$ cat src/include/cache_policy_pkg.sv
package cache_policy_pkg;
    // ****************************************
    // space identifiers
    // ****************************************
    localparam logic [7:0] ASI_LOCAL      = 8'h01;
    localparam logic [7:0] ASI_USER_INSN  = 8'h08;
    localparam logic [7:0] ASI_SUPV_INSN  = 8'h09;
    localparam logic [7:0] ASI_USER_DATA  = 8'h0a;
    localparam logic [7:0] ASI_SUPV_DATA  = 8'h0b;
    localparam logic [7:0] ASI_FLUSH_PAGE = 8'h10;
    localparam logic [7:0] ASI_FLUSH_SEG  = 8'h11;
    localparam logic [7:0] ASI_FLUSH_REG  = 8'h12;
    localparam logic [7:0] ASI_FLUSH_CTX  = 8'h13;
    localparam logic [7:0] ASI_FLUSH_USER = 8'h14;
    localparam logic [3:0] ASI_BYPASS_HI  = 4'h2;

    // ****************************************
    // register map (byte addresses)
    // ****************************************
    localparam logic [7:0] CTRL_OFS       = 8'h00;
    localparam logic [7:0] CONTEXT_OFS    = 8'h04;
    localparam logic [7:0] STATUS_OFS     = 8'h08;
    localparam logic [7:0] FLUSH_CNT_OFS  = 8'h0c;

    // control field positions
    localparam int CTRL_ME_BIT = 0;
    localparam int CTRL_CE_BIT = 8;
    localparam int CTRL_CL_BIT = 9;
    localparam int CTRL_CM_BIT = 10;
    localparam int CTRL_C_BIT  = 13;
    localparam int CTRL_BM_BIT = 14;

    // reset values: only boot mode set
    localparam logic [31:0] CTRL_RESET    = 32'h0000_4000;
    localparam logic [7:0]  CONTEXT_RESET = 8'h00;

    // byte write enable codes, active low, bit 0 = msb lane
    localparam logic [3:0] BWE_NONE = 4'hf;
    localparam logic [3:0] BWE_ALL  = 4'h0;

    // tag layout widths
    localparam int IDX1_W = 8;
    localparam int IDX2_W = 6;
    localparam int IDX3_W = 2;
endpackage

$ cat src/verilog/byte_enable_dec.sv
`timescale 1ns/10ps
`default_nettype none
module byte_enable_dec
    import cache_policy_pkg::*;
(
    // request
    input  wire logic [1:0] size,
    input  wire logic [1:0] va_low,
    input  wire logic       line_fill,
    // enables, active low
    output logic      [3:0] byte_we_n
);
    // size/offset decode
    always_comb begin
        byte_we_n = BWE_NONE;
        if (line_fill) begin
            byte_we_n = BWE_ALL;
        end else begin
            unique case (size)
                2'b00: byte_we_n[va_low] = 1'b0;
                2'b01: begin
                    if (va_low == 2'b00) byte_we_n = 4'b1100;
                    else if (va_low == 2'b10) byte_we_n = 4'b0011;
                end
                2'b10, 2'b11: begin
                    if (va_low == 2'b00) byte_we_n = BWE_ALL;
                end
            endcase
        end
    end
endmodule
`default_nettype wire

$ cat src/verilog/flush_match.sv
`timescale 1ns/10ps
`default_nettype none
module flush_match
    import cache_policy_pkg::*;
#(
    parameter int CTX_W = 8
) (
    // flush request
    input  wire logic [7:0]       flush_asi,
    input  wire logic [CTX_W-1:0] cur_context,
    input  wire logic [31:12]     flush_va,
    // indexed tag entry
    input  wire logic             tag_valid,
    input  wire logic             tag_supv,
    input  wire logic [CTX_W-1:0] tag_context,
    input  wire logic [31:12]     tag_va,
    // result
    output logic                  hit
);
    logic ctx_ok;
    logic i1_ok;
    logic i2_ok;
    logic i3_ok;
    // field comparisons
    always_comb begin
        ctx_ok = tag_supv || (tag_context == cur_context);
        i1_ok  = tag_va[31:24] == flush_va[31:24];
        i2_ok  = tag_va[23:18] == flush_va[23:18];
        i3_ok  = tag_va[17:16] == flush_va[17:16];
        hit    = 1'b0;
        unique case (flush_asi)
            ASI_FLUSH_PAGE: hit = ctx_ok && i1_ok && i2_ok && i3_ok;
            ASI_FLUSH_SEG:  hit = ctx_ok && i1_ok && i2_ok;
            ASI_FLUSH_REG:  hit = ctx_ok && i1_ok;
            ASI_FLUSH_CTX:  hit = !tag_supv && (tag_context == cur_context);
            ASI_FLUSH_USER: hit = !tag_supv;
            default:        hit = 1'b0;
        endcase
        hit = hit && tag_valid;
    end
endmodule
`default_nettype wire

$ cat src/verilog/cache_flush_and_cacheability.sv
// Summary of operation
// - copy-back dirty flush: write back, invalidate
// - clean or write-through flush: invalidate only
// - one line per flush request
// - flush indexes line with va 15:5
// - no match: nothing happens
// - store-alternate flush; context from register
// - page: context/supv, index 1,2,3
// - segment: index 1,2; region: index 1
// - context: ctx plus user; user: user
// - bypass, local, unassigned spaces never cached
// - cached needs translation, cache, page enables
// - table walk, locked unaliased miss: uncached
// - bus cacheable flag on address bit
// - bus flag: zero, control bit, page bit
// - write-through atomic swap goes uncached
// - write-through atomic swap hit invalidates line
// - copy-back atomic swap cached normally
// - retry before load repeats all, else store
// - enable 0 is msb lane
// - byte store: one enable by offset
// - halfword and word enable patterns
// - misaligned: all enables off
// - line fill: all enables on
// - enables active low
`timescale 1ns/10ps
`default_nettype none
module cache_flush_and_cacheability
    import cache_policy_pkg::*;
#(
    parameter int CTX_W = 8
) (
    // clock and reset
    input  wire logic             pclk,
    input  wire logic             presetn,
    input  wire logic             clk_en,
    // apb slave
    input  wire logic             psel,
    input  wire logic             penable,
    input  wire logic             pwrite,
    input  wire logic [7:0]       paddr,
    input  wire logic [31:0]      pwdata,
    output logic      [31:0]      prdata,
    output logic                  pready,
    output logic                  pslverr,
    // integer unit request
    input  wire logic             req_valid,
    input  wire logic             req_write,
    input  wire logic [7:0]       address_space_id,
    input  wire logic [31:0]      req_va,
    input  wire logic [1:0]       req_size,
    input  wire logic             atomic_swap_cycle,
    input  wire logic             table_walk,
    input  wire logic             page_cacheable,
    output logic                  req_done,
    // tag array, indexed by va 15:5
    output logic      [10:0]      tag_index,
    input  wire logic             tag_valid,
    input  wire logic             tag_dirty,
    input  wire logic             tag_supv,
    input  wire logic [CTX_W-1:0] tag_context,
    input  wire logic [31:12]     tag_va,
    input  wire logic             tag_alias,
    output logic                  tag_invalidate,
    // write-back of a dirty line
    output logic                  writeback_req,
    input  wire logic             writeback_done,
    // cache ram
    input  wire logic             line_fill,
    output logic      [3:0]       cache_byte_write_n,
    // system bus
    output logic                  access_cacheable,
    output logic                  muxed_addr_data_bit,
    output logic                  bus_cacheable_flag,
    output logic                  mem_req,
    output logic                  mem_store,
    input  wire logic             mem_done,
    input  wire logic             mem_retry
);
    // ****************************************
    // registers
    // ****************************************
    logic [31:0]      system_control_reg_r;
    logic [CTX_W-1:0] context_r;
    logic [15:0]      flush_cnt_r;
    logic             translation_enable;
    logic             cache_enable;
    logic             cache_lock;
    logic             copy_back;
    logic             untranslated_cacheable;
    logic             boot_mode_flag;

    assign translation_enable     = system_control_reg_r[CTRL_ME_BIT];
    assign cache_enable           = system_control_reg_r[CTRL_CE_BIT];
    assign cache_lock             = system_control_reg_r[CTRL_CL_BIT];
    assign copy_back              = system_control_reg_r[CTRL_CM_BIT];
    assign untranslated_cacheable = system_control_reg_r[CTRL_C_BIT];
    assign boot_mode_flag         = system_control_reg_r[CTRL_BM_BIT];

    typedef enum logic [2:0] {ST_IDLE, ST_FLUSH, ST_WB, ST_LOAD, ST_STORE} state_e;
    state_e state_r;

    logic apb_wr;
    logic addr_ok;
    assign apb_wr  = psel && penable && pwrite && clk_en;
    assign addr_ok = (paddr == CTRL_OFS) || (paddr == CONTEXT_OFS)
                  || (paddr == STATUS_OFS) || (paddr == FLUSH_CNT_OFS);
    assign pready  = 1'b1;
    assign pslverr = psel && penable && !addr_ok;

    // control register writes
    always_ff @(posedge pclk or negedge presetn) begin
        if (!presetn) begin
            system_control_reg_r <= CTRL_RESET;
        end else if (apb_wr && paddr == CTRL_OFS) begin
            system_control_reg_r <= pwdata & 32'h0000_6701;
        end
    end

    // context register, flush compare source
    always_ff @(posedge pclk or negedge presetn) begin
        if (!presetn) begin
            context_r <= CONTEXT_RESET;
        end else if (apb_wr && paddr == CONTEXT_OFS) begin
            context_r <= pwdata[CTX_W-1:0];
        end
    end

    // read data
    always_ff @(posedge pclk or negedge presetn) begin
        if (!presetn) begin
            prdata <= 32'h0000_0000;
        end else if (clk_en && psel && !penable && !pwrite) begin
            unique case (paddr)
                CTRL_OFS:      prdata <= system_control_reg_r;
                CONTEXT_OFS:   prdata <= {{(32-CTX_W){1'b0}}, context_r};
                STATUS_OFS:    prdata <= {29'h0, state_r};
                FLUSH_CNT_OFS: prdata <= {16'h0, flush_cnt_r};
                default:       prdata <= 32'h0000_0000;
            endcase
        end
    end

    // ****************************************
    // request classification
    // ****************************************
    logic is_flush;
    logic is_bypass;
    logic is_local;
    logic is_insn;
    logic is_data;
    logic flush_hit;
    logic locked_miss;
    logic cacheable_c;
    logic bus_flag_c;

    assign is_flush  = address_space_id >= ASI_FLUSH_PAGE
                    && address_space_id <= ASI_FLUSH_USER;
    assign is_bypass = address_space_id[7:4] == ASI_BYPASS_HI;
    assign is_local  = address_space_id == ASI_LOCAL;
    assign is_insn   = address_space_id == ASI_USER_INSN
                    || address_space_id == ASI_SUPV_INSN;
    assign is_data   = address_space_id == ASI_USER_DATA
                    || address_space_id == ASI_SUPV_DATA;
    assign tag_index = req_va[15:5];

    // locked cache: a tag mismatch on a valid, unaliased entry stays uncached
    assign locked_miss = cache_lock && tag_valid && !tag_alias
                      && (tag_va != req_va[31:12]);

    flush_match #(
        .CTX_W (CTX_W)
    ) u_match (
        .flush_asi   (address_space_id),
        .cur_context (context_r),
        .flush_va    (req_va[31:12]),
        .tag_valid   (tag_valid),
        .tag_supv    (tag_supv),
        .tag_context (tag_context),
        .tag_va      (tag_va),
        .hit         (flush_hit)
    );

    // cacheable decision
    always_comb begin
        cacheable_c = 1'b0;
        if (translation_enable && cache_enable && page_cacheable) begin
            if (boot_mode_flag) cacheable_c = is_data;
            else cacheable_c = is_data || is_insn;
        end
        if (table_walk || locked_miss) cacheable_c = 1'b0;
        if (atomic_swap_cycle && !copy_back) cacheable_c = 1'b0;
    end

    // bus cacheable flag
    always_comb begin
        if (is_bypass || is_local) bus_flag_c = 1'b0;
        else if (!translation_enable || table_walk
                 || (boot_mode_flag && is_insn)) bus_flag_c = untranslated_cacheable;
        else bus_flag_c = page_cacheable;
    end

    // ****************************************
    // sequencer
    // ****************************************
    logic start;
    logic swap_wt_hit;
    // the req_done cycle closes the held request, so it is not taken twice
    assign start       = clk_en && req_valid && !req_done && state_r == ST_IDLE;
    assign swap_wt_hit = atomic_swap_cycle && !copy_back && tag_valid
                      && tag_va == req_va[31:12];

    // state and bus outputs
    always_ff @(posedge pclk or negedge presetn) begin
        if (!presetn) begin
            state_r             <= ST_IDLE;
            mem_req             <= 1'b0;
            mem_store           <= 1'b0;
            writeback_req       <= 1'b0;
            tag_invalidate      <= 1'b0;
            req_done            <= 1'b0;
            access_cacheable    <= 1'b0;
            bus_flag_reg_clear: bus_cacheable_flag <= 1'b0;
        end else if (clk_en) begin
            tag_invalidate <= 1'b0;
            req_done       <= 1'b0;
            unique case (state_r)
                ST_IDLE: if (start) begin
                    access_cacheable   <= cacheable_c;
                    bus_cacheable_flag <= bus_flag_c;
                    if (is_flush && req_write) begin
                        state_r <= ST_FLUSH;
                    end else if (atomic_swap_cycle && !cacheable_c) begin
                        mem_req   <= 1'b1;
                        mem_store <= 1'b0;
                        state_r   <= ST_LOAD;
                        tag_invalidate <= swap_wt_hit;
                    end else begin
                        req_done <= 1'b1;
                    end
                end
                ST_FLUSH: begin
                    if (!flush_hit) begin
                        req_done <= 1'b1;
                        state_r  <= ST_IDLE;
                    end else if (copy_back && tag_dirty) begin
                        writeback_req <= 1'b1;
                        state_r       <= ST_WB;
                    end else begin
                        tag_invalidate <= 1'b1;
                        req_done       <= 1'b1;
                        state_r        <= ST_IDLE;
                    end
                end
                ST_WB: if (writeback_done) begin
                    writeback_req  <= 1'b0;
                    tag_invalidate <= 1'b1;
                    req_done       <= 1'b1;
                    state_r        <= ST_IDLE;
                end
                ST_LOAD: if (mem_retry) begin
                    mem_req <= 1'b1;
                end else if (mem_done) begin
                    mem_store <= 1'b1;
                    state_r   <= ST_STORE;
                end
                ST_STORE: if (mem_retry) begin
                    mem_store <= 1'b1;
                end else if (mem_done) begin
                    mem_req   <= 1'b0;
                    mem_store <= 1'b0;
                    req_done  <= 1'b1;
                    state_r   <= ST_IDLE;
                end
            endcase
        end
    end

    // flush counter
    always_ff @(posedge pclk or negedge presetn) begin
        if (!presetn) begin
            flush_cnt_r <= 16'h0000;
        end else if (clk_en && state_r == ST_FLUSH && flush_hit) begin
            flush_cnt_r <= flush_cnt_r + 16'h0001;
        end
    end

    assign muxed_addr_data_bit = bus_cacheable_flag;

    // ****************************************
    // cache ram byte enables
    // ****************************************
    logic [3:0] bwe_c;
    byte_enable_dec u_bwe (
        .size      (req_size),
        .va_low    (req_va[1:0]),
        .line_fill (line_fill),
        .byte_we_n (bwe_c)
    );

    // registered enables
    always_ff @(posedge pclk or negedge presetn) begin
        if (!presetn) begin
            cache_byte_write_n <= BWE_NONE;
        end else if (clk_en) begin
            if (line_fill || (start && req_write && !is_flush && cacheable_c))
                cache_byte_write_n <= bwe_c;
            else
                cache_byte_write_n <= BWE_NONE;
        end
    end
endmodule
`default_nettype wire

$ cat config.mk
export PLATFORM = sky130hd
export DESIGN_NAME = cache_flush_and_cacheability
export DESIGN_NICKNAME = d
export VERILOG_FILES = /design/src/include/cache_policy_pkg.sv /design/src/verilog/byte_enable_dec.sv /design/src/verilog/flush_match.sv /design/src/verilog/cache_flush_and_cacheability.sv
export SDC_FILE = /design/constraint.sdc
export NUM_CORES = 1
export LEC_CHECK = 0
export ABC_AREA = 1
export BUFFER_PORTS_ARGS = -buffer_cell sky130_fd_sc_hd__buf_2
export CORE_MARGIN = 3
export CORE_UTILIZATION = 48
export CTS_CLUSTER_DIAMETER = 120
export CTS_CLUSTER_SIZE = 25
export DETAILED_ROUTE_END_ITERATION = 7
export PLACE_DENSITY = 0.88
export SYNTH_ARGS = -nofsm -noshare
export SYNTH_HDL_FRONTEND = slang
export SYNTH_SLANG_ARGS = --single-unit
$ cat constraint.sdc
create_clock -name pclk -period 1.8 [get_ports pclk]
set_clock_uncertainty 0.05 [all_clocks]
set_input_delay 0.36 -clock pclk [delete_from_list [all_inputs] [get_ports pclk]]
set_output_delay 0.36 -clock pclk [all_outputs]
set_load 0.05 [all_outputs]
==> results.txt <==
----------------------------------------------------
[Status]
  Result of the run ... finished with violations
  Violations in the final reports ... negative setup slack

[Floorplanning]
  Initial core utilization ... 0.503
  Chip Width ... 99.7 µm
  Die outline height ... 99.7 µm
  Total die area ... 9940 µm²
  Core region area ... 8380 µm²
  I/O pin cnt ... 186
  Number of core rows ... 33

[Yosys]
  Post-synthesis xor/xnor area fraction ... 0.0395
  Portion of netlist area occupied by mux cells ... 0.00535
  Number of distinct library cells after synthesis ... 43
  Seq/Total Area, Yosys ... 0.358
  Avg Inst Size Synth ... 7.04 µm²
  Warnings, synthesis ... 0
  Flops & latches, synth ... 60
  Adder-cell share of the synthesized area ... 0.00297
  Compound-Gate Fraction of Synth Area ... 0.0817
  Count of flip-flops with a built-in enable after synthesis ... 0
  Simple-gate area share of the yosys netlist ... 0.355
  Main combinational cell family by area after synthesis ... simple AND/OR/NAND/NOR gates
  Post-synthesis cell area ... 4210 µm²
  Fraction of registers with async set or reset after synthesis ... 1.00
  Post-synthesis cell count ... 598
  Dominant synthesized flop cell ... sky130_fd_sc_hd__dfrtp_1

[Global route]
  Overall track demand over capacity in global routing ... 0.220
  Antenna violations before repair ... 0
  First-pass GRT wire length ... 17600 µm
  Pin count of the biggest net entering global routing ... 46
  Via count of the first global-routing pass ... 3875
  Overflow after GRT ... 0

[Route]
  Average wire per cell in the routed design ... 13.8 µm
  Post-route ant nets ... 0
  Overall routed net length ... 11800 µm
  Violation count after the first detailed-routing iteration ... 335
  Vias ... 4337
  Via density per instance ... 5.05
  DRC errors left ... 0
  Pre-Repair DR Iteration Count ... 5

[STA]
  RSZ-0062 raised after global routing ... yes
  Share of the cycle needed by the critical path after routing ... 1.07
  Min Tclk post-route ... 1.92 ns
  Setup-violating endpoint count in the final report ... 15
  Count of endpoints failing hold in the final timing report ... 0
  TNS Setup ... -0.782 ns
  Post-route setup slack ... -0.124 ns
  Max-slew violations ... 0
  Highest achievable clock rate ... 0.520 GHz

[Clocking]
  CTS clock-pin slew for the worst setup and hold paths ... 0.08 ns
  Level count of the clock H-tree ... 3
  Clock latency of the later-clocked register in the worst-skew pair ... 0.35 ns
  Total CTS buffers ... 9
  Clock tree from TritonCTS ... built
  CTS sink count ... 60
  Maximum buffer depth of the clock tree ... 2
  Root buffer selected by CTS ... sky130_fd_sc_hd__clkbuf_8

[Setup path]
  Worst path max stage delay ... 0.43 ns
  Cell family with the largest share of critical-path delay ... simple AND/OR/NAND/NOR gates
  Crit. End Element ... flop
  Category of the most critical setup path ... flop to flop
  Cell-by-cell listing of the critical path ... xnor2_2 > nand2_1 > nor2_2 > nand2_2 > a21oi_4 > nand2_4 > clkinv_8 > nand2_4 > o21ai_1 > inv_1
  Arrival @ worst endpoint ... 2.11 ns
  Required time of the critical path ... 1.99 ns
  Highest fanout seen on the critical path ... 9
  Critical-path cell with the highest stage delay ... sky130_fd_sc_hd__dfrtp_1
  Setup slack on the worst flop-to-flop path ... -0.12 ns
  Critical Path Source Type ... flop
  Top cell by count, worst path ... sky130_fd_sc_hd__nand2_4
  Number of buffer and inverter instances along the worst setup path ... 2

[Pwr]
  PwrDens ... 803 nW/µm²
  Leak Pwr ... 3.12 nW
  Worst ir drop on vdd ... 0.699 mV

[Layout]
  Number of standard cells in the final layout excluding fillers ... 858
  Area overhead of the layout relative to synthesis ... 28.6%
  Net count of the finished layout ... 878
  Leading cell type in the layout, fill and taps excluded ... sky130_fd_sc_hd__nand2_1
  Final antenna diode count ... 0
  Commonest cells after routing, fill and taps aside ... sky130_fd_sc_hd__nand2_1, sky130_fd_sc_hd__buf_2, sky130_fd_sc_hd__inv_1
  Share of cells above drive strength 1 ... 0.333

[Job]
  Reported max-cap violation count ... 0

[Min path]
  Worst min-delay path category ... primary input to flop

[Placed design]
  Placed cell count ... 837
  Final RePlAce weighted congestion ... 0.899
  Final HPWL from detailed placement ... 8520 µm
  Buffers added on ports ... 132

----------------------------------------------------
-- stage by stage --
| step | power [mW] | worst slack [ns] | util | area, µm² | hold slack (ns) |
|---|---|---|---|---|---|
| floorplan | 2.71 | 0.0656 | - | 4280 | 0.0144 |
| global placement | 3.01 | -0.103 | 0.598 | 5010 | 0.257 |
| detailed placement | 3.05 | -0.162 | 0.598 | 5010 | 0.260 |
| CTS | 4.28 | -0.00210 | 0.627 | 5250 | 0.187 |
| global route | 4.59 | -0.210 | 0.647 | 5420 | 0.198 |
| finish | 4.35 | -0.124 | 0.647 | 5420 | 0.184 |
-- Yosys cell counts, types with 5 or more instances --
cell type,instances,area [µm²]
sky130_fd_sc_hd__nand2_1,167,627
sky130_fd_sc_hd__nand4_1,9,56.3
sky130_fd_sc_hd__o22ai_1,11,68.8
sky130_fd_sc_hd__xor2_1,11,96.3
sky130_fd_sc_hd__buf_4,29,218
sky130_fd_sc_hd__o21ai_0,18,90.1
sky130_fd_sc_hd__nor2_1,64,240
sky130_fd_sc_hd__dfstp_2,5,131
sky130_fd_sc_hd__inv_2,6,22.5
sky130_fd_sc_hd__nand3_1,17,85.1
sky130_fd_sc_hd__o21ai_1,9,45.0
sky130_fd_sc_hd__xnor2_1,8,70.1
sky130_fd_sc_hd__dfrtp_1,55,1380
sky130_fd_sc_hd__nor3_1,12,60.1
sky130_fd_sc_hd__nand3_2,11,110
sky130_fd_sc_hd__a21oi_1,17,85.1
sky130_fd_sc_hd__inv_1,98,368
-- report_power, final --
| group | leakage, nW | total (mW) | internal [mW] | switching [mW] |
|---|---|---|---|---|
| registers | 0.691 | 1.57 | 1.47 | 0.106 |
| clock network | 0.104 | 1.23 | 0.645 | 0.580 |
| logic | 2.33 | 1.56 | 0.482 | 1.08 |
-- flip-flops by register name, summed over array words and instances (netlist names) --
| register | flops |
|---|---|
| state_r | 3 |
| cache_byte_write_n | 4 |
| req_done | 1 |
| mem_store | 1 |
| flush_cnt_r | 16 |
| system_control_reg_r | 6 |
| tag_invalidate | 1 |
| prdata | 16 |
| writeback_req | 1 |
| access_cacheable | 1 |
| mem_req | 1 |
| context_r | 8 |
| bus_cacheable_flag | 1 |
-- cell families (layout without fill, tap and decap cells) --
family                   Yosys count  count (layout)
adder cells (fa/ha/maj)            1               1
AND/OR/NAND/NOR                  313             313
flip-flops                        60              60
AO/OA/AOI/OAI                     61              61
buffers and inverters            140             280
other                              2              17
multiplexers                       2               2
XOR/XNOR                          19              19
-- layout make-up --
| type | count | area (µm²) |
|---|---|---|
| fillers | 670 | 2960 |
| multi-input cells | 413 | 2250 |
| flip-flops and latches | 60 | 1510 |
| repair buffers | 159 | 920 |
| inverters | 105 | 407 |
| well taps | 105 | 131 |
| clock buffers | 9 | 124 |
| clock inverters | 7 | 75.1 |
-- metal layers --
layer | track usage | wire length, µm | vias up
met5 | 0 | 0 | -
met4 | 0.0798 | 340 | 0
met3 | 0.0330 | 628 | 44
met2 | 0.374 | 5900 | 167
met1 | 0.284 | 4950 | 2003
li1 | - | - | 2123
-- what timing repair did --
item	in CTS	in global routing
endpoints found under the hold margin	15	0
setup endpoints to repair	3	27
setup buffers	1	3
gates cloned	0	0
resized for setup	7	32
hold buffers	1	0
pin swaps	1	21
-- worst paths after layout --
path                                                        start                                   end  depth (start not counted)
worst min-delay path                                    pwdata[2]              context_r[2]$_DFFE_PN0P_                          2
worst min register to register  cache_byte_write_n[2]$_DFFE_PN1P_     cache_byte_write_n[2]$_DFFE_PN1P_                          2
max in group asynchronous                                 presetn  system_control_reg_r[14]$_DFFE_PN1P_                          3
worst max-delay path                     context_r[1]$_DFFE_PN0P_            flush_cnt_r[2]$_DFFE_PN0P_                         10
min in group asynchronous                                 presetn              context_r[6]$_DFFE_PN0P_                          2
worst max register to register           context_r[1]$_DFFE_PN0P_            flush_cnt_r[2]$_DFFE_PN0P_                         10
No activity file was read; power rests on OpenSTA's default activity.
